### src/logic/ssdp_regs.svh
// Register offsets, field positions and constants of the serial data port.
// Assumes inclusion by bare name from the core and the bench.
`ifndef SSDP_REGS_SVH
`define SSDP_REGS_SVH
`define SSDP_OFF_STATUS 8'h00
`define SSDP_OFF_RXDATA 8'h04
`define SSDP_OFF_TXDATA 8'h08
`define SSDP_OFF_NULL 8'h0c
`define SSDP_OFF_CTRL 8'h10
`define SSDP_ST_RFS 3
`define SSDP_ST_TUE 4
`define SSDP_ST_ROE 5
`define SSDP_ST_TDE 6
`define SSDP_ST_RDF 7
`define SSDP_ST_W 8
`define SSDP_CTRL_W 9
`define SSDP_CTRL_RST 9'h000
`define SSDP_WL8 5'h08
`define SSDP_WL12 5'h0c
`define SSDP_WL16 5'h10
`define SSDP_WL24 5'h18
`define SSDP_CNT_ONE 5'h01
`define SSDP_SLOT_ONE 6'h01
`endif

### src/logic/ssdp_pkg.sv
// Types shared by the serial data port core and its bench.
// Assumes the register constants header sits beside it.
package ssdp_pkg;
    // Control bits; low bits of the control register, wlen in bits 1:0.
    typedef struct packed {
        logic rx_irq_enable;
        logic tx_irq_enable;
        logic receive_enable_bit;
        logic transmit_enable_bit;
        logic network_mode;
        logic rx_sync_length_sel;
        logic shift_direction_bit;
        logic [1:0] word_len_sel;
    } ssdp_ctrl_s;

    // Serial pins arriving from the link.
    typedef struct packed {
        logic bit_clk;
        logic frame_sync;
        logic rx_data;
    } ssdp_pins_s;

    typedef logic [23:0] ssdp_word_t;
endpackage

### src/logic/ssdp_core.sv
// Data path and status flags of a synchronous serial port.
// Assumes a peer that changes sync and data on falling bit-clock edges;
// the port samples and drives on rising edges, found by oversampling.
//
// Our own choices: the plain strobed port and the register addresses.
`timescale 1ns/1ps
`include "ssdp_regs.svh"

module ssdp_core #(
    parameter int unsigned MAX_SLOTS = 32
) (
    input wire logic i_clk, // 250 MHz system clock
    input wire logic i_rst, // hardware reset, synchronous, high
    input wire logic i_soft_rst, // software reset pulse
    input wire logic i_port_rst, // port-individual or stop reset pulse
    input wire logic [7:0] i_addr, // register byte address
    input wire logic [23:0] i_wdata, // register write data
    input wire logic i_wr, // write strobe
    input wire logic i_rd, // read strobe
    output logic [23:0] o_rdata, // read data, cycle after strobe
    input wire ssdp_pkg::ssdp_pins_s i_pins, // serial pins in
    output logic o_txd, // serial data out
    output logic o_txd_oe_n, // low while data out is driven
    output logic o_rx_irq, // receive request, normal vector
    output logic o_rx_irq_exc, // receive request, exception vector
    output logic o_tx_irq, // transmit request, normal vector
    output logic o_tx_irq_exc // transmit request, exception vector
);
    import ssdp_pkg::*;

    if (MAX_SLOTS < 1 || MAX_SLOTS > 63) begin : gen_slot_check
        $error("MAX_SLOTS must lie in 1..63");
    end

    localparam logic [5:0] SLOT_LIM = 6'(MAX_SLOTS);

    function automatic logic [4:0] wl_bits(input logic [1:0] sel);
        case (sel)
            2'h0: wl_bits = `SSDP_WL8;
            2'h1: wl_bits = `SSDP_WL12;
            2'h2: wl_bits = `SSDP_WL16;
            default: wl_bits = `SSDP_WL24;
        endcase
    endfunction

    // Shifts one bit into the receive shifter in the chosen direction.
    function automatic ssdp_word_t shift_in(input ssdp_word_t w,
                                            input logic b, input logic lsb);
        shift_in = lsb ? {b, w[23:1]} : {w[22:0], b};
    endfunction

    // Moves a finished word into the high bits; low bits become zero.
    function automatic ssdp_word_t justify(input ssdp_word_t w,
                                           input logic [4:0] n,
                                           input logic lsb);
        logic [4:0] gap;
        gap = `SSDP_WL24 - n;
        justify = lsb ? w : (w << gap);
    endfunction

    function automatic logic out_bit(input ssdp_word_t w, input logic lsb);
        out_bit = lsb ? w[0] : w[23];
    endfunction

    function automatic ssdp_word_t shift_out(input ssdp_word_t w,
                                             input logic lsb);
        shift_out = lsb ? (w >> 1) : (w << 1);
    endfunction

    ssdp_ctrl_s ctrl;
    logic flag_clr;
    logic [1:0] bclk_q, fs_q, rxd_q;
    logic bclk_d, fs_prev, bit_edge, sync_now;
    logic [4:0] wl;
    ssdp_word_t rx_sr, rx_data, next_rx_sr;
    logic [4:0] rx_cnt, next_rx_cnt;
    logic rx_busy, rx_mark, rx_start, rx_done, next_mark, rx_word_ev;
    logic rx_frame_start_flag, rx_overrun_flag, rx_full_flag, roe_armed;
    ssdp_word_t tx_data, tx_sr, tx_load;
    logic [4:0] tx_cnt;
    logic [5:0] tx_slots;
    logic tx_busy, tx_start, tx_hold_null;
    logic tx_empty_flag, tx_underrun_flag, tue_armed, tx_consume, tx_underrun;
    logic wr_tx, wr_null, rd_rx, rd_st;

    assign flag_clr = i_rst | i_soft_rst | i_port_rst;
    assign wl = wl_bits(ctrl.word_len_sel);
    assign wr_tx = i_wr & (i_addr == `SSDP_OFF_TXDATA);
    assign wr_null = i_wr & (i_addr == `SSDP_OFF_NULL);
    assign rd_rx = i_rd & (i_addr == `SSDP_OFF_RXDATA);
    assign rd_st = i_rd & (i_addr == `SSDP_OFF_STATUS);

    always_ff @(posedge i_clk) begin
        if (i_rst || i_soft_rst) begin
            ctrl <= `SSDP_CTRL_RST;
        end else if (i_wr && i_addr == `SSDP_OFF_CTRL) begin
            ctrl <= ssdp_ctrl_s'(i_wdata[`SSDP_CTRL_W-1:0]);
        end
    end

    // Pin synchronisers and bit-clock rising-edge finder.
    always_ff @(posedge i_clk) begin
        if (i_rst) begin
            bclk_q <= 2'h0;
            fs_q <= 2'h0;
            rxd_q <= 2'h0;
            bclk_d <= 1'b0;
        end else begin
            bclk_q <= {bclk_q[0], i_pins.bit_clk};
            fs_q <= {fs_q[0], i_pins.frame_sync};
            rxd_q <= {rxd_q[0], i_pins.rx_data};
            bclk_d <= bclk_q[1];
        end
    end

    assign bit_edge = bclk_q[1] & ~bclk_d;

    always_ff @(posedge i_clk) begin
        if (flag_clr) begin
            fs_prev <= 1'b0;
        end else if (bit_edge) begin
            fs_prev <= fs_q[1];
        end
    end

    // Word-wide sync starts on a rising sync; bit-wide on its falling edge.
    assign sync_now = ctrl.rx_sync_length_sel ? (fs_prev & ~fs_q[1])
                                              : (fs_q[1] & ~fs_prev);

    // Receive shifter; network mode runs slots back to back.
    always_comb begin
        rx_start = sync_now | (rx_busy & (rx_cnt == 5'h00));
        next_rx_sr = shift_in(rx_start ? '0 : rx_sr, rxd_q[1],
                              ctrl.shift_direction_bit);
        next_rx_cnt = rx_start ? `SSDP_CNT_ONE : rx_cnt + `SSDP_CNT_ONE;
        rx_done = (next_rx_cnt == wl);
        next_mark = rx_start ? (sync_now | ~ctrl.network_mode) : rx_mark;
    end

    assign rx_word_ev = bit_edge & (sync_now | rx_busy) & rx_done;

    always_ff @(posedge i_clk) begin
        if (flag_clr) begin
            rx_busy <= 1'b0;
            rx_cnt <= 5'h00;
            rx_mark <= 1'b0;
            rx_sr <= '0;
        end else if (bit_edge && (sync_now || rx_busy)) begin
            rx_sr <= next_rx_sr;
            rx_mark <= next_mark;
            rx_cnt <= rx_done ? 5'h00 : next_rx_cnt;
            rx_busy <= rx_done ? ctrl.network_mode : 1'b1;
        end
    end

    // Receive register and flags; setting events beat clears.
    always_ff @(posedge i_clk) begin
        if (flag_clr) begin
            rx_full_flag <= 1'b0;
            rx_overrun_flag <= 1'b0;
            rx_frame_start_flag <= 1'b0;
            roe_armed <= 1'b0;
            rx_data <= '0;
        end else begin
            if (rx_word_ev && !rx_full_flag && ctrl.receive_enable_bit) begin
                rx_full_flag <= 1'b1;
                rx_frame_start_flag <= next_mark;
                rx_data <= justify(next_rx_sr, wl,
                                   ctrl.shift_direction_bit);
            end else if (rd_rx) begin
                rx_full_flag <= 1'b0;
            end
            if (rx_word_ev && rx_full_flag) begin
                rx_overrun_flag <= 1'b1;
            end else if (rd_rx && roe_armed) begin
                rx_overrun_flag <= 1'b0;
            end
            if (rd_st) begin
                roe_armed <= rx_overrun_flag;
            end else if (rd_rx) begin
                roe_armed <= 1'b0;
            end
        end
    end

    // Transmit slots: a sync opens a frame; network mode chains slots.
    assign tx_start = sync_now | (tx_busy & (tx_cnt == wl)
                      & ctrl.network_mode & (tx_slots < SLOT_LIM));
    // LSB-first words are shifted down at load so their low used bit leads.
    // Doing it here keeps a held word right after a word-length change.
    assign tx_load = ctrl.shift_direction_bit
                     ? (tx_data >> (`SSDP_WL24 - wl)) : tx_data;
    assign tx_consume = bit_edge & tx_start & ~tx_empty_flag
                        & (ctrl.transmit_enable_bit | ctrl.network_mode);
    assign tx_underrun = bit_edge & tx_start & tx_empty_flag
                         & ctrl.transmit_enable_bit;

    always_ff @(posedge i_clk) begin
        if (flag_clr) begin
            tx_busy <= 1'b0;
            tx_cnt <= 5'h00;
            tx_slots <= 6'h00;
            tx_sr <= '0;
            o_txd <= 1'b0;
            o_txd_oe_n <= 1'b1;
        end else if (bit_edge) begin
            if (tx_start) begin
                tx_busy <= 1'b1;
                tx_cnt <= `SSDP_CNT_ONE;
                tx_slots <= sync_now ? `SSDP_SLOT_ONE
                                     : tx_slots + `SSDP_SLOT_ONE;
                // An underrun sends the held word again.
                tx_sr <= shift_out(tx_load, ctrl.shift_direction_bit);
                o_txd <= out_bit(tx_load, ctrl.shift_direction_bit);
                o_txd_oe_n <= ~ctrl.transmit_enable_bit | tx_hold_null;
            end else if (tx_busy && tx_cnt < wl) begin
                tx_cnt <= tx_cnt + `SSDP_CNT_ONE;
                tx_sr <= shift_out(tx_sr, ctrl.shift_direction_bit);
                o_txd <= out_bit(tx_sr, ctrl.shift_direction_bit);
            end else if (tx_busy) begin
                tx_busy <= 1'b0;
                o_txd_oe_n <= 1'b1;
            end
        end
    end

    // The held word stays left-justified as written; an underrun resends it.
    always_ff @(posedge i_clk) begin
        if (i_rst) begin
            tx_data <= '0;
            tx_hold_null <= 1'b0;
        end else if (wr_tx) begin
            tx_data <= i_wdata;
            tx_hold_null <= 1'b0;
        end else if (wr_null) begin
            tx_hold_null <= 1'b1;
        end
    end

    always_ff @(posedge i_clk) begin
        if (flag_clr) begin
            tx_empty_flag <= 1'b1;
            tx_underrun_flag <= 1'b0;
            tue_armed <= 1'b0;
        end else begin
            if (tx_consume) begin
                tx_empty_flag <= 1'b1;
            end else if (wr_tx || wr_null) begin
                tx_empty_flag <= 1'b0;
            end
            if (tx_underrun) begin
                tx_underrun_flag <= 1'b1;
            end else if ((wr_tx || wr_null) && tue_armed) begin
                tx_underrun_flag <= 1'b0;
            end
            if (rd_st) begin
                tue_armed <= tx_underrun_flag;
            end else if (wr_tx || wr_null) begin
                tue_armed <= 1'b0;
            end
        end
    end

    // Flag-derived requests; error flags only pick the vector.
    always_ff @(posedge i_clk) begin
        if (flag_clr) begin
            o_rx_irq <= 1'b0;
            o_rx_irq_exc <= 1'b0;
            o_tx_irq <= 1'b0;
            o_tx_irq_exc <= 1'b0;
        end else begin
            o_rx_irq <= ctrl.rx_irq_enable & rx_full_flag & ~rx_overrun_flag;
            o_rx_irq_exc <= ctrl.rx_irq_enable & rx_full_flag & rx_overrun_flag;
            o_tx_irq <= ctrl.tx_irq_enable & tx_empty_flag & ~tx_underrun_flag;
            o_tx_irq_exc <= ctrl.tx_irq_enable & tx_empty_flag & tx_underrun_flag;
        end
    end

    // Register reads; data stand one cycle, zero otherwise.
    always_ff @(posedge i_clk) begin
        if (i_rst) begin
            o_rdata <= '0;
        end else if (!i_rd) begin
            o_rdata <= '0;
        end else begin
            case (i_addr)
                `SSDP_OFF_STATUS: begin
                    o_rdata <= '0;
                    o_rdata[`SSDP_ST_RFS] <= rx_frame_start_flag;
                    o_rdata[`SSDP_ST_TUE] <= tx_underrun_flag;
                    o_rdata[`SSDP_ST_ROE] <= rx_overrun_flag;
                    o_rdata[`SSDP_ST_TDE] <= tx_empty_flag;
                    o_rdata[`SSDP_ST_RDF] <= rx_full_flag;
                end
                `SSDP_OFF_RXDATA: o_rdata <= rx_data;
                `SSDP_OFF_CTRL: o_rdata <= 24'(ctrl);
                default: o_rdata <= '0;
            endcase
        end
    end

    rx_full_set_a: assert property (@(posedge i_clk) disable iff (i_rst)
        rx_word_ev && !rx_full_flag && ctrl.receive_enable_bit && !flag_clr
        |=> rx_full_flag && rx_frame_start_flag == $past(next_mark))
        else $error("receive full flag not set on word transfer");

    overrun_drop_a: assert property (@(posedge i_clk) disable iff (i_rst)
        rx_word_ev && rx_full_flag && !flag_clr |=> rx_overrun_flag && $stable(rx_data))
        else $error("overrun not flagged or word not dropped");

    normal_frame_a: assert property (@(posedge i_clk) disable iff (i_rst)
        rx_word_ev && !rx_full_flag && !ctrl.network_mode && ctrl.receive_enable_bit
        && !flag_clr |=> rx_frame_start_flag)
        else $error("frame flag clear in normal mode");

    underrun_set_a: assert property (@(posedge i_clk) disable iff (i_rst)
        tx_underrun && !flag_clr |=> tx_underrun_flag && tx_empty_flag)
        else $error("underrun not flagged on empty slot");

    empty_clear_a: assert property (@(posedge i_clk) disable iff (i_rst)
        (wr_tx || wr_null) && !tx_consume && !flag_clr |=> !tx_empty_flag)
        else $error("empty flag not cleared by write");

    null_hiz_a: assert property (@(posedge i_clk) disable iff (i_rst)
        bit_edge && tx_start && tx_hold_null && !flag_clr
        |=> o_txd_oe_n)
        else $error("data out driven in null slot");

    rx_vector_a: assert property (@(posedge i_clk) disable iff (i_rst)
        ctrl.rx_irq_enable && rx_full_flag && rx_overrun_flag && !flag_clr
        |=> o_rx_irq_exc && !o_rx_irq)
        else $error("receive exception vector not selected");

    status_byte_a: assert property (@(posedge i_clk) disable iff (i_rst)
        rd_st |=> o_rdata[23:`SSDP_ST_W] == '0
        && o_rdata[`SSDP_ST_RDF] == $past(rx_full_flag))
        else $error("status read malformed");

    slot_limit_a: assert property (@(posedge i_clk) disable iff (i_rst)
        tx_slots <= SLOT_LIM)
        else $error("transmit slot count beyond limit");

    tx_vector_a: assert property (@(posedge i_clk) disable iff (i_rst)
        ctrl.tx_irq_enable && tx_empty_flag && tx_underrun_flag && !flag_clr
        |=> o_tx_irq_exc && !o_tx_irq)
        else $error("transmit exception vector not selected");

    flag_reset_a: assert property (@(posedge i_clk) disable iff (i_rst)
        i_soft_rst || i_port_rst
        |=> tx_empty_flag && !tx_underrun_flag && !rx_overrun_flag && !rx_full_flag && !rx_frame_start_flag)
        else $error("status flags not reset");
endmodule // ssdp_core

### config.mk
export PLATFORM = sky130hd
export DESIGN_NAME = ssdp_core
export DESIGN_NICKNAME = d
export VERILOG_FILES = /design/src/logic/ssdp_pkg.sv /design/src/logic/ssdp_core.sv
export VERILOG_INCLUDE_DIRS = /design/src /design/src/logic
export SDC_FILE = /design/constraint.sdc
export NUM_CORES = 1
export LEC_CHECK = 0
export ABC_AREA = 1
export BUFFER_PORTS_ARGS = -buffer_cell sky130_fd_sc_hd__buf_2
export CAP_MARGIN = 20
export CORE_MARGIN = 5
export CORE_UTILIZATION = 45
export DETAILED_ROUTE_END_ITERATION = 10
export PLACE_DENSITY = 0.7
export SYNTH_ARGS = -nofsm -noshare
export SYNTH_HDL_FRONTEND = slang
export SYNTH_SLANG_ARGS = --single-unit
export TNS_END_PERCENT = 10
### constraint.sdc
create_clock -name i_clk -period 2.6 [get_ports i_clk]
set_input_delay 0.26 -clock i_clk [delete_from_list [all_inputs] [get_ports i_clk]]
set_output_delay 0.26 -clock i_clk [all_outputs]
set_load 0.02 [all_outputs]
==> results.md, run 1 <==
| Metric | Value |
|:---|:---|
| Result of the run | finished clean |
| Clock tree from TritonCTS | yes |
| Reported max-cap violation count | 0 |
| Post-synth net total | 1391 |
| Number of nets at the end of the flow | 1440 |
| Number of buffers and inverters on the critical path | 2 |
| Max Clock Skew | 0.0139 ns |
| Number of remaining DRC errors | 0 |
| Core area | 0.0196 mm^2 |
| Overflow after GRT | 0 |
| Crit path max-delay cell type | sky130_fd_sc_hd__dfxtp_1 |
| Area contributors post-synth | sky130_fd_sc_hd__dfxtp_1 38%, sky130_fd_sc_hd__nand2_1 10%, sky130_fd_sc_hd__nand3_1 9.1% |
| Final number of max-transition violations | 0 |
| Unique masters post-synth | 43 |
| Type of element launching the critical path | register |
| Total inserted antenna cells | 0 |
| Via total after detailed routing | 9139 |
| Largest net degree at the start of global routing | 69 |
| Routed vias/inst | 5.50 |
| Number of buffers added by the clock tree synthesis step | 17 |
| Post-CTS setup buffers | 0 |
| Part of the Yosys area used for sequential elements | 37.7% |
| Most frequent cell after synthesis | sky130_fd_sc_hd__nand2_1 |
| Filler-free cell count of the finished design | 1663 |
| Number of primary I/O pins | 71 |
| Number of sinks on the clock net | 170 |
| Critical Path Sink Type | register |
| Top-area cell type share of the netlist area | 37.7% |
| Portion of the clock cycle consumed by the worst path in the final layout | 91.9% |
| Type of the worst setup path | register to register |
| Initial core utilization | 46.1% |
| Number of antenna violations at the first check in global routing | 0 |
| Share of final-layout standard cells stronger than drive strength 1 | 13.1% |
| Row count | 51 |
| Residual antenna-violating net count after detailed routing | 0 |
| Yosys reg bits | 170 |
| Crit path cell chain | inv_1, ha_1, nand2_1, inv_1, nand3_4, nand2_2, o21bai_1, nand2_1, nor2_4, nand3_1, nor2_4, nand2_1, nor2_1, nor2_1 |
| Maximum vdd ir drop | 0.514 mV |
| Data required, critical path | 2.93 ns |
| Library cell occupying the most area in the post-synthesis netlist | sky130_fd_sc_hd__dfxtp_1 |
| Synth Area per Inst | 6.75 um^2 |
| Share of the core filled with cells | 52.5% |
| Number of setup violations in the final report | 0 |
| Clock root buffer | sky130_fd_sc_hd__clkbuf_16 |
| Top cells by count, synth | 246 x sky130_fd_sc_hd__nand2_1, 170 x sky130_fd_sc_hd__dfxtp_1, 164 x sky130_fd_sc_hd__nand3_1, 145 x sky130_fd_sc_hd__inv_1, 130 x sky130_fd_sc_hd__nor2_1 |
| H-tree depth | 4 |
| Post-synth EDFFs | 0 |
| Area Growth Syn to Fin | 14.0% |
| Worst path most repeated cell | sky130_fd_sc_hd__nand2_1 |
| Flip-flop cell with the highest count after synthesis | sky130_fd_sc_hd__dfxtp_1 |
| Crit path max-delay family | simple AND/OR/NAND/NOR gates |
| Maximum fanout along the worst path | 19 |
| Post-synthesis instance area | 0.00903 mm^2 |
| Setup repair after global routing missed its margin | no |
| Cell count after synthesis | 1337 |
| Number of iterations in the first detailed-routing pass | 8 |
| Wire length of the first global-routing pass | 43.3 mm |
| Total negative slack for setup checks | 0 ns |
| Die Y | 152 um |
| WP data arrival | 2.72 ns |
| Number of buffers between clock root and the deepest sink | 2 |
| Final hold violations | 0 |
| Type of the most critical hold path | input pin to register |
| Fraction of registers with async set/reset | 0% |
| # port buffers | 70 |
| Wire length per cell after detailed routing | 16.0 um |
| Placed Cells | 1632 |
| Number of global-route vias before repair | 8412 |
| Worst Tran Pin Value | 0.724 ns |
| Leak | 4.39 nW |
| Die X | 152 um |
| Clk pin slew, worst setup/hold paths | 0.07 ns |
| Violation count after the first detailed-route iteration | 806 |
| Slowest Stage Delay on Critical Path | 0.40 ns |
| Fin Hold WS | 0.0242 ns |
| Total die area | 0.0230 mm^2 |
| Clock latency on the worst-skew pair | 0.44 ns |
| Highest clock frequency the design can meet | 418 MHz |
| DP HPWL | 19.5 mm |
| Sum of routed wire length over all layers | 26.7 mm |
| Synth warnings | 0 |
| GRT Overall Usage | 23.6% |
| Power density of the placed cells | 516 mW/mm^2 |
| Time the worst path needs with I/O delays and setup | 2.39 ns |
| Tightest slew margin relative to the limit | 51.7% |
| GPL Wtd Cong | 0.938 |
[what timing repair did]
action	4_1_cts	5_1_grt
setup endpoints to repair	0	30
hold buffers	0	0
gates resized for setup	0	6
[cell families (layout without fill, tap and decap cells)]
logic type | Yosys count | in the layout | share of synthesized area [%]
AOI/OAI and AO/OA | 281 | 281 | 17.5
xor gates and xnor gates | 2 | 2 | 0.194
adders and majority gates | 13 | 13 | 1.80
buffers and inverters | 237 | 298 | 10.8
DFF | 170 | 170 | 37.7
muxes | 5 | 5 | 0.554
and+or+nand+nor | 629 | 629 | 31.5
[flip-flops by register name (all words and copies together) (netlist names), 5 cells and up]
name and flops:
ctrl 9, tx_cnt 5, rx_sr 24, tx_data 24, tx_slots 6, tx_sr 24, rx_data 24, o_rdata 24
rx_cnt 5
[area by class of cell]
| class | count | area [um^2] |
|---|---|---|
| Clock inverter | 14 | 153 |
| Sequential cell | 170 | 3410 |
| Multi-Input combinational cell | 930 | 4670 |
| Fill cell | 1942 | 9300 |
| Clock buffer | 17 | 425 |
| Inverter | 151 | 567 |
| Tap cell | 265 | 332 |
| Timing Repair Buffer | 116 | 733 |
[placed cells by master (no fill, tap or decap), drive strengths merged, types with 2 or more instances in the layout]
master	Yosys	layout
nand3	165	165
mux2i	5	5
a31oi	10	10
ha	13	13
xor2	2	2
o31ai	2	2
clkinv	4	9
o211ai	33	33
o221ai	4	4
nor3	24	24
o21ai	120	120
nor2	136	136
nor3b	3	3
inv	147	156
a21oi	96	96
clkbuf	36	17
a211oi	4	4
dfxtp	170	170
nand2	251	251
o22ai	7	7
buf	50	116
or2	5	5
nand4	44	44
[metal layers]
layer  vias up  global-route usage, %  routed length (um)
met3        59                   4.25                1430
met1      4194                   30.7               11500
met2       311                   38.4               12600
met4         0                   10.5                1140
met5         -                      0                   0
li1       4575                      -                   -
[path summary, 6_finish.rpt]
check / end / from / cells past startpoint / slack, ns
max: rx_data[13] / rx_cnt[1] / 14 / 0.21
min: fs_q[0] / i_pins[1] / 3 / 0.02
max reg2reg: rx_data[13] / rx_cnt[1] / 14 / 0.21
min reg2reg: bclk_q[1] / bclk_q[0] / 2 / 0.41
[worst min-delay path: cells and delay by family]
family / cells / cell delay, ns
and+or+nand+nor: 1 / 0.06
buffers and inverters: 2 / 0.11
[where the power goes]
group          internal (mW)  total, mW  switching (mW)
Clock                   1.29       2.51            1.22
Sequential              2.61       2.61         0.00478
Combinational         0.0614      0.192           0.131
[per-stage QoR]
| step | setup WS, ns | total power [mW] | area (um^2) |
|---|---|---|---|
| detailed placement | 0.122 | 2.86 | 9700 |
| floorplan | 0.385 | 2.78 | 9030 |
| global route | 0.00789 | 5.47 | 10300 |
| finish | 0.210 | 5.31 | 10300 |
| CTS | 0.0820 | 5.34 | 10300 |
| global placement | 0.224 | 2.86 | 9700 |
(Power assumes the default switching activity.)
==> inputs of run 2 (changes only) <==
--- a/config.mk
+++ b/config.mk
@@ -12,7 +12,8 @@
 export CORE_MARGIN = 5
 export CORE_UTILIZATION = 45
 export DETAILED_ROUTE_END_ITERATION = 10
-export PLACE_DENSITY = 0.7
+export MAX_ROUTING_LAYER = met4
+export PLACE_DENSITY = 0.73
 export SYNTH_ARGS = -nofsm -noshare
 export SYNTH_HDL_FRONTEND = slang
 export SYNTH_SLANG_ARGS = --single-unit
==> results.md, run 2 (synthesized netlist as in run 1, its figures left out) <==
| Metric | Value | Delta |
|:---|:---|:---|
| Most used cells in the layout excluding fill and tap cells | 245 x sky130_fd_sc_hd__nand2_1, 169 x sky130_fd_sc_hd__dfxtp_1, 164 x sky130_fd_sc_hd__nand3_1 |  |
| Number of sinks on the clock net | 170 | unchanged |
| Power density of the placed cells | 512 mW/mm^2 | -0.81% |
| Final hold violations | 0 | unchanged |
| Int Power | 3.96 mW | +0.16% |
| GRT Overall Usage | 24.0% | +0.43 points |
| Pre-CTS WS | 0.132 ns | +0.0107 ns |
| Post-CTS setup buffers | 0 | unchanged |
| WP data arrival | 2.71 ns | about the same |
| Clock latency on the worst-skew pair | 0.44 ns | about the same |
| Clock tree from TritonCTS | yes |  |
| Cell area after placement | 0.00973 mm^2 | +0.36% |
| Violation count after the first detailed-route iteration | 1003 | +24% |
| Initial core utilization | 46.1% | unchanged |
| Number of buffers between clock root and the deepest sink | 2 | unchanged |
| Die Y | 152 um | unchanged |
| Number of primary I/O pins | 71 | unchanged |
| Highest clock frequency the design can meet | 418 MHz | -0.11% |
| # port buffers | 70 | unchanged |
| Number of antenna violations at the first check in global routing | 0 | unchanged |
| Switching power share of the total | 25.3% | -0.26 points |
| Wire length of the first global-routing pass | 43.1 mm | -0.49% |
| Number of global-route vias before repair | 8422 | +0.12% |
| Tightest slew margin relative to the limit | 53.9% | +2.2 points |
| Total negative slack for setup checks | 0 ns | unchanged |
| Type of element launching the critical path | register |  |
| Sequential Power Share | 49.3% | about the same |
| Number of remaining DRC errors | 0 | unchanged |
| Total inserted antenna cells | 0 | unchanged |
| Reported max-cap violation count | 0 | unchanged |
| Row count | 51 | unchanged |
| H-tree depth | 4 | unchanged |
| Leak | 4.40 nW | +0.23% |
| Worst Tran Pin Value | 0.690 ns | -0.0340 ns |
| Result of the run | finished clean |  |
| Overflow after GRT | 0 | unchanged |
| Residual antenna-violating net count after detailed routing | 0 | unchanged |
| Area Growth Syn to Fin | 14.7% |  |
| Die X | 152 um | unchanged |
| Total die area | 0.0230 mm^2 | unchanged |
| Area of all placed cells without fillers | 0.0104 mm^2 | +0.63% |
| Final number of max-transition violations | 0 | unchanged |
| Combinational share of power | 3.7% | about the same |
| Largest net degree at the start of global routing | 69 | unchanged |
| Share of final-layout standard cells stronger than drive strength 1 | 12.9% | -0.14 points |
| Number of nets at the end of the flow | 1439 | -0.069% |
| Number of buffers added by the clock tree synthesis step | 17 | unchanged |
| Time the worst path needs with I/O delays and setup | 2.39 ns | +0.00259 ns |
| Leading cell type in the layout, fill and taps excluded | sky130_fd_sc_hd__nand2_1 |  |
| Core area | 0.0196 mm^2 | unchanged |
| Wire length per cell after detailed routing | 16.1 um | +0.43% |
| Type of the most critical hold path | input pin to register |  |
| Clock share of power | 47.0% | -0.2 points |
| Via total after detailed routing | 9265 | +1.4% |
| Max Clock Skew | 0.0102 ns | -0.00368 ns |
| Number of iterations in the first detailed-routing pass | 5 | -3 |
| Maximum vdd ir drop | 0.463 mV | -9.8% |
| Clk pin slew, worst setup/hold paths | 0.07 ns | about the same |
| Critical Path Sink Type | register |  |
| Routed vias/inst | 5.57 | +1.4% |
| Type of the worst setup path | register to register |  |
| Net load switching power | 1.34 mW | -1.2% |
| Post-route setup slack | 0.207 ns | -0.00259 ns |
| GPL Wtd Cong | 0.959 | +2.3% |
| Number of setup violations in the final report | 0 | unchanged |
| Portion of the clock cycle consumed by the worst path in the final layout | 92.0% | +0.10 points |
| Maximum fanout along the worst path | 16 | -3 |
| Sum of routed wire length over all layers | 26.8 mm | +0.43% |
| DP HPWL | 19.3 mm | -0.87% |
| Data required, critical path | 2.92 ns | about the same |
| Clock root buffer | sky130_fd_sc_hd__clkbuf_16 |  |
## run 2: layout make-up
type,instances,area [um^2]
fill,1940,9240
clock inverter,14,151
multi-input combinational,930,4670
inverter,151,571
timing repair buffer,115,793
clock buffer,18,429
tap,265,332
sequential,170,3400
## run 2: through the flow
step                utilization [%]  cells  power [mW]  hold slack (ns)
floorplan                         -   1337        2.78            0.367
global placement               49.7   1630        2.87            0.390
detailed placement             49.7   1630        2.87            0.396
CTS                            52.6   1662        5.34           0.0191
global route                   52.9   1663        5.48           0.0300
finish                         52.9   1663        5.30           0.0235
## run 2: path summary, 6_finish.rpt
| kind | slack [ns] | endpoint | start | cells past startpoint |
|---|---|---|---|---|
| worst max-delay path | 0.21 | tx_sr[14] | ctrl[0] | 15 |
| worst min-delay path | 0.02 | rxd_q[0] | i_pins[0] | 3 |
| worst max register to register | 0.21 | tx_sr[14] | ctrl[0] | 15 |
| worst min register to register | 0.40 | bclk_q[1] | bclk_q[0] | 2 |
## run 2: what timing repair did
action | in CTS | in global routing
hold buffers | 0 | 0
resized for setup | 0 | 5
setup endpoints to repair | 0 | 24
## run 2: worst max-delay path: stages (launching register included)
cell and delay, ns:
sky130_fd_sc_hd__dfxtp_1 0.38, sky130_fd_sc_hd__inv_1 0.11, sky130_fd_sc_hd__ha_1 0.22, sky130_fd_sc_hd__nor2_2 0.12, sky130_fd_sc_hd__ha_1 0.26, sky130_fd_sc_hd__nand2_1 0.10, sky130_fd_sc_hd__nor3_1 0.05, sky130_fd_sc_hd__nand4_1 0.08
sky130_fd_sc_hd__nand2_2 0.10, sky130_fd_sc_hd__inv_2 0.09, sky130_fd_sc_hd__nand2_1 0.06, sky130_fd_sc_hd__nand2_2 0.09, sky130_fd_sc_hd__clkinvlp_4 0.17, sky130_fd_sc_hd__buf_12 0.19, sky130_fd_sc_hd__o21ai_0 0.20, sky130_fd_sc_hd__a21oi_1 0.06
## run 2: layer usage
layer	part of all wire (%)	vias up	track usage [%]	wire length, um
li1	-	4567	-	-
met1	43	4256	31.2	11500
met2	47	373	37.4	12500
met3	6.7	69	4.07	1790
met4	3.8	0	9.70	1020
met5	0	-	-	0
## run 2: power by group through the flow
stage	Combinational (mW)	Clock, mW	Sequential (mW)
6_report	0.198	2.49	2.61
5_1_grt	0.217	2.64	2.61
4_1_cts	0.194	2.53	2.61
3_5_place_dp	0.193	0	2.67
3_3_place_gp	0.192	0	2.67
2_1_floorplan	0.109	0	2.67
==> inputs of run 3 (changes only) <==
--- a/config.mk
+++ b/config.mk
@@ -10,10 +10,10 @@
 export BUFFER_PORTS_ARGS = -buffer_cell sky130_fd_sc_hd__buf_2
 export CAP_MARGIN = 20
 export CORE_MARGIN = 5
-export CORE_UTILIZATION = 45
+export CORE_UTILIZATION = 50
 export DETAILED_ROUTE_END_ITERATION = 10
 export MAX_ROUTING_LAYER = met4
-export PLACE_DENSITY = 0.73
+export PLACE_DENSITY = 0.78
 export SYNTH_ARGS = -nofsm -noshare
 export SYNTH_HDL_FRONTEND = slang
 export SYNTH_SLANG_ARGS = --single-unit
==> results.md, run 3 (synthesized netlist as in run 1, its figures left out) <==
| Metric | Value | Delta |
|:---|:---|:---|
| Setup slack, reg-to-reg | 0.23 ns | +0.02 ns |
| Int Power | 3.96 mW | about the same |
| Violation count after the first detailed-route iteration | 1100 | +9.7% |
| Number of buffers added by the clock tree synthesis step | 17 | unchanged |
| Most used cells in the layout excluding fill and tap cells | 245 x sky130_fd_sc_hd__nand2_1, 169 x sky130_fd_sc_hd__dfxtp_1, 164 x sky130_fd_sc_hd__nand3_1 |  |
| Tightest slew margin relative to the limit | 51.2% | -2.6 points |
| Post-CTS sizing | 0 | unchanged |
| Clock root buffer | sky130_fd_sc_hd__clkbuf_16 |  |
| Initial core utilization | 50.6% | +4.5 points |
| Routed vias/inst | 5.74 | +2.9% |
| Number of remaining DRC errors | 0 | unchanged |
| H-tree depth | 4 | unchanged |
| Wire length of the first global-routing pass | 43.9 mm | +1.8% |
| Power density of the placed cells | 517 mW/mm^2 | +0.88% |
| Filler-free cell count of the finished design | 1627 | -2.2% |
| DP HPWL | 19.2 mm | -0.69% |
| Type of the most critical hold path | input pin to register |  |
| CTS Hold Bufs | 0 | unchanged |
| Maximum vdd ir drop | 0.534 mV | +15% |
| Clock share of power | 47.0% | about the same |
| Clk pin slew, worst setup/hold paths | 0.07 ns | about the same |
| Number of nets at the end of the flow | 1440 | +0.069% |
| Result of the run | finished clean |  |
| Crit path max-delay cell type | sky130_fd_sc_hd__dfxtp_1 |  |
| Die Y | 144 um | -4.8% |
| Via total after detailed routing | 9331 | +0.71% |
| Clock tree from TritonCTS | yes |  |
| Area Growth Syn to Fin | 13.7% |  |
| Max Clock Skew | 0.0111 ns | +0.000892 ns |
| Wire length per cell after detailed routing | 16.7 um | +3.3% |
| Post-CTS setup buffers | 0 | unchanged |
| Type of element launching the critical path | register |  |
| Net load switching power | 1.34 mW | about the same |
| Share of final-layout standard cells stronger than drive strength 1 | 13.0% | +0.072 points |
| Total die area | 0.0208 mm^2 | -9.4% |
| Number of primary I/O pins | 71 | unchanged |
| Highest clock frequency the design can meet | 422 MHz | +1.0% |
| # port buffers | 70 | unchanged |
| Fin Hold WS | 0.0303 ns | +0.00679 ns |
| GPL Wtd Cong | 0.928 | -3.2% |
| Time the worst path needs with I/O delays and setup | 2.37 ns | -0.0237 ns |
| Combinational share of power | 3.7% | about the same |
| Number of setup violations in the final report | 0 | unchanged |
| Die X | 144 um | -4.8% |
| Row count | 49 | -3.9% |
| Final number of max-transition violations | 0 | unchanged |
| Worst Tran Pin Value | 0.732 ns | +0.0411 ns |
| Crit path cell chain | inv_1, ha_1, nand2_1, inv_1, nand3_4, nand3_1, nor2_1, nand2_1, nor2_4, nand4_4, buf_4, a21oi_1, nand2_1, inv_1 |  |
| Reported max-cap violation count | 0 | unchanged |
| Slowest Stage Delay on Critical Path | 0.45 ns | +0.07 ns |
| Share of the core filled with cells | 57.5% | +4.6 points |
| Sequential Power Share | 49.3% | about the same |
| Total inserted antenna cells | 0 | unchanged |
| Residual antenna-violating net count after detailed routing | 0 | unchanged |
| GRT Overall Usage | 26.9% | +2.8 points |
| Number of antenna violations at the first check in global routing | 0 | unchanged |
| Number of iterations in the first detailed-routing pass | 9 | +4 |
| Data required, critical path | 2.98 ns | +0.06 ns |
| Leading cell type in the layout, fill and taps excluded | sky130_fd_sc_hd__nand2_1 |  |
| Portion of the clock cycle consumed by the worst path in the final layout | 91.1% | -0.91 points |
| Clock latency on the worst-skew pair | 0.43 ns | about the same |
| Overflow after GRT | 0 | unchanged |
| Critical Path Sink Type | register |  |
| WP data arrival | 2.75 ns | +0.04 ns |
| Sum of routed wire length over all layers | 27.1 mm | +1.1% |
| Switching power share of the total | 25.3% | +0.031 points |
| Core area | 0.0178 mm^2 | -8.9% |
| Maximum fanout along the worst path | 19 | +3 |
| Leak | 4.40 nW | about the same |
| Largest net degree at the start of global routing | 69 | unchanged |
| Placed Cells | 1595 | -2.1% |
| Number of buffers between clock root and the deepest sink | 2 | unchanged |
| Cell area after placement | 0.00965 mm^2 | -0.90% |
| Number of sinks on the clock net | 170 | unchanged |
| Type of the worst setup path | register to register |  |
| Area of all placed cells without fillers | 0.0103 mm^2 | -0.93% |
| Final hold violations | 0 | unchanged |
| Number of global-route vias before repair | 8588 | +2.0% |
[run 3: changes by cell type in the layout (fill, tap and decap cells not counted), moves of 2 or more]
cell,delta
sky130_fd_sc_hd__buf_4,+5
sky130_fd_sc_hd__buf_12,-4
sky130_fd_sc_hd__clkinvlp_4,-2
sky130_fd_sc_hd__inv_8,+2
[run 3: layout make-up]
type / count / area (um^2)
sequential: 170 / 3400
inverter: 151 / 567
fill: 1706 / 7580
clock inverter: 14 / 150
timing repair buffer: 116 / 751
clock buffer: 17 / 425
multi-input combinational: 930 / 4670
tap: 229 / 287
[run 3: worst paths after layout]
path,startpoint,end,cells after the start
worst max-delay path,rx_cnt[0],rx_data[21],14
worst min-delay path,i_pins[1],fs_q[0],3
worst max register to register,rx_cnt[0],rx_data[21],14
worst min register to register,fs_q[0],fs_q[1],2
[run 3: per-layer routing]
layer  GRT usage, %  share of wire [%]  routed length [um]
met1           35.3                 42               11500
met4           9.23                3.3                 890
met3           3.90                6.7                1810
met2           42.5                 48               12900
met5              -                  0                   0
[run 3: worst max-delay path: cells and delay by family, from the launching register on]
| family | cells | cell delay (ns) |
|---|---|---|
| compound gates | 1 | 0.16 |
| fa+ha+maj | 1 | 0.19 |
| buf+inv | 4 | 0.50 |
| flops | 1 | 0.45 |
| simple gates | 8 | 1.02 |
[run 3: stage by stage]
step	setup TNS (ns)	power, mW	setup WS (ns)
global placement	0	2.86	0.301
floorplan	0	2.78	0.385
CTS	0	5.32	0.225
finish	0	5.30	0.231
global route	-0.00159	5.47	-0.00159
detailed placement	0	2.87	0.242
[run 3: power groups by stage]
stage	clock network (mW)	logic [mW]	registers, mW
3_5_place_dp	0	0.191	2.67
4_1_cts	2.51	0.192	2.61
5_1_grt	2.64	0.216	2.61
6_report	2.49	0.197	2.61
3_3_place_gp	0	0.188	2.67
2_1_floorplan	0	0.109	2.67
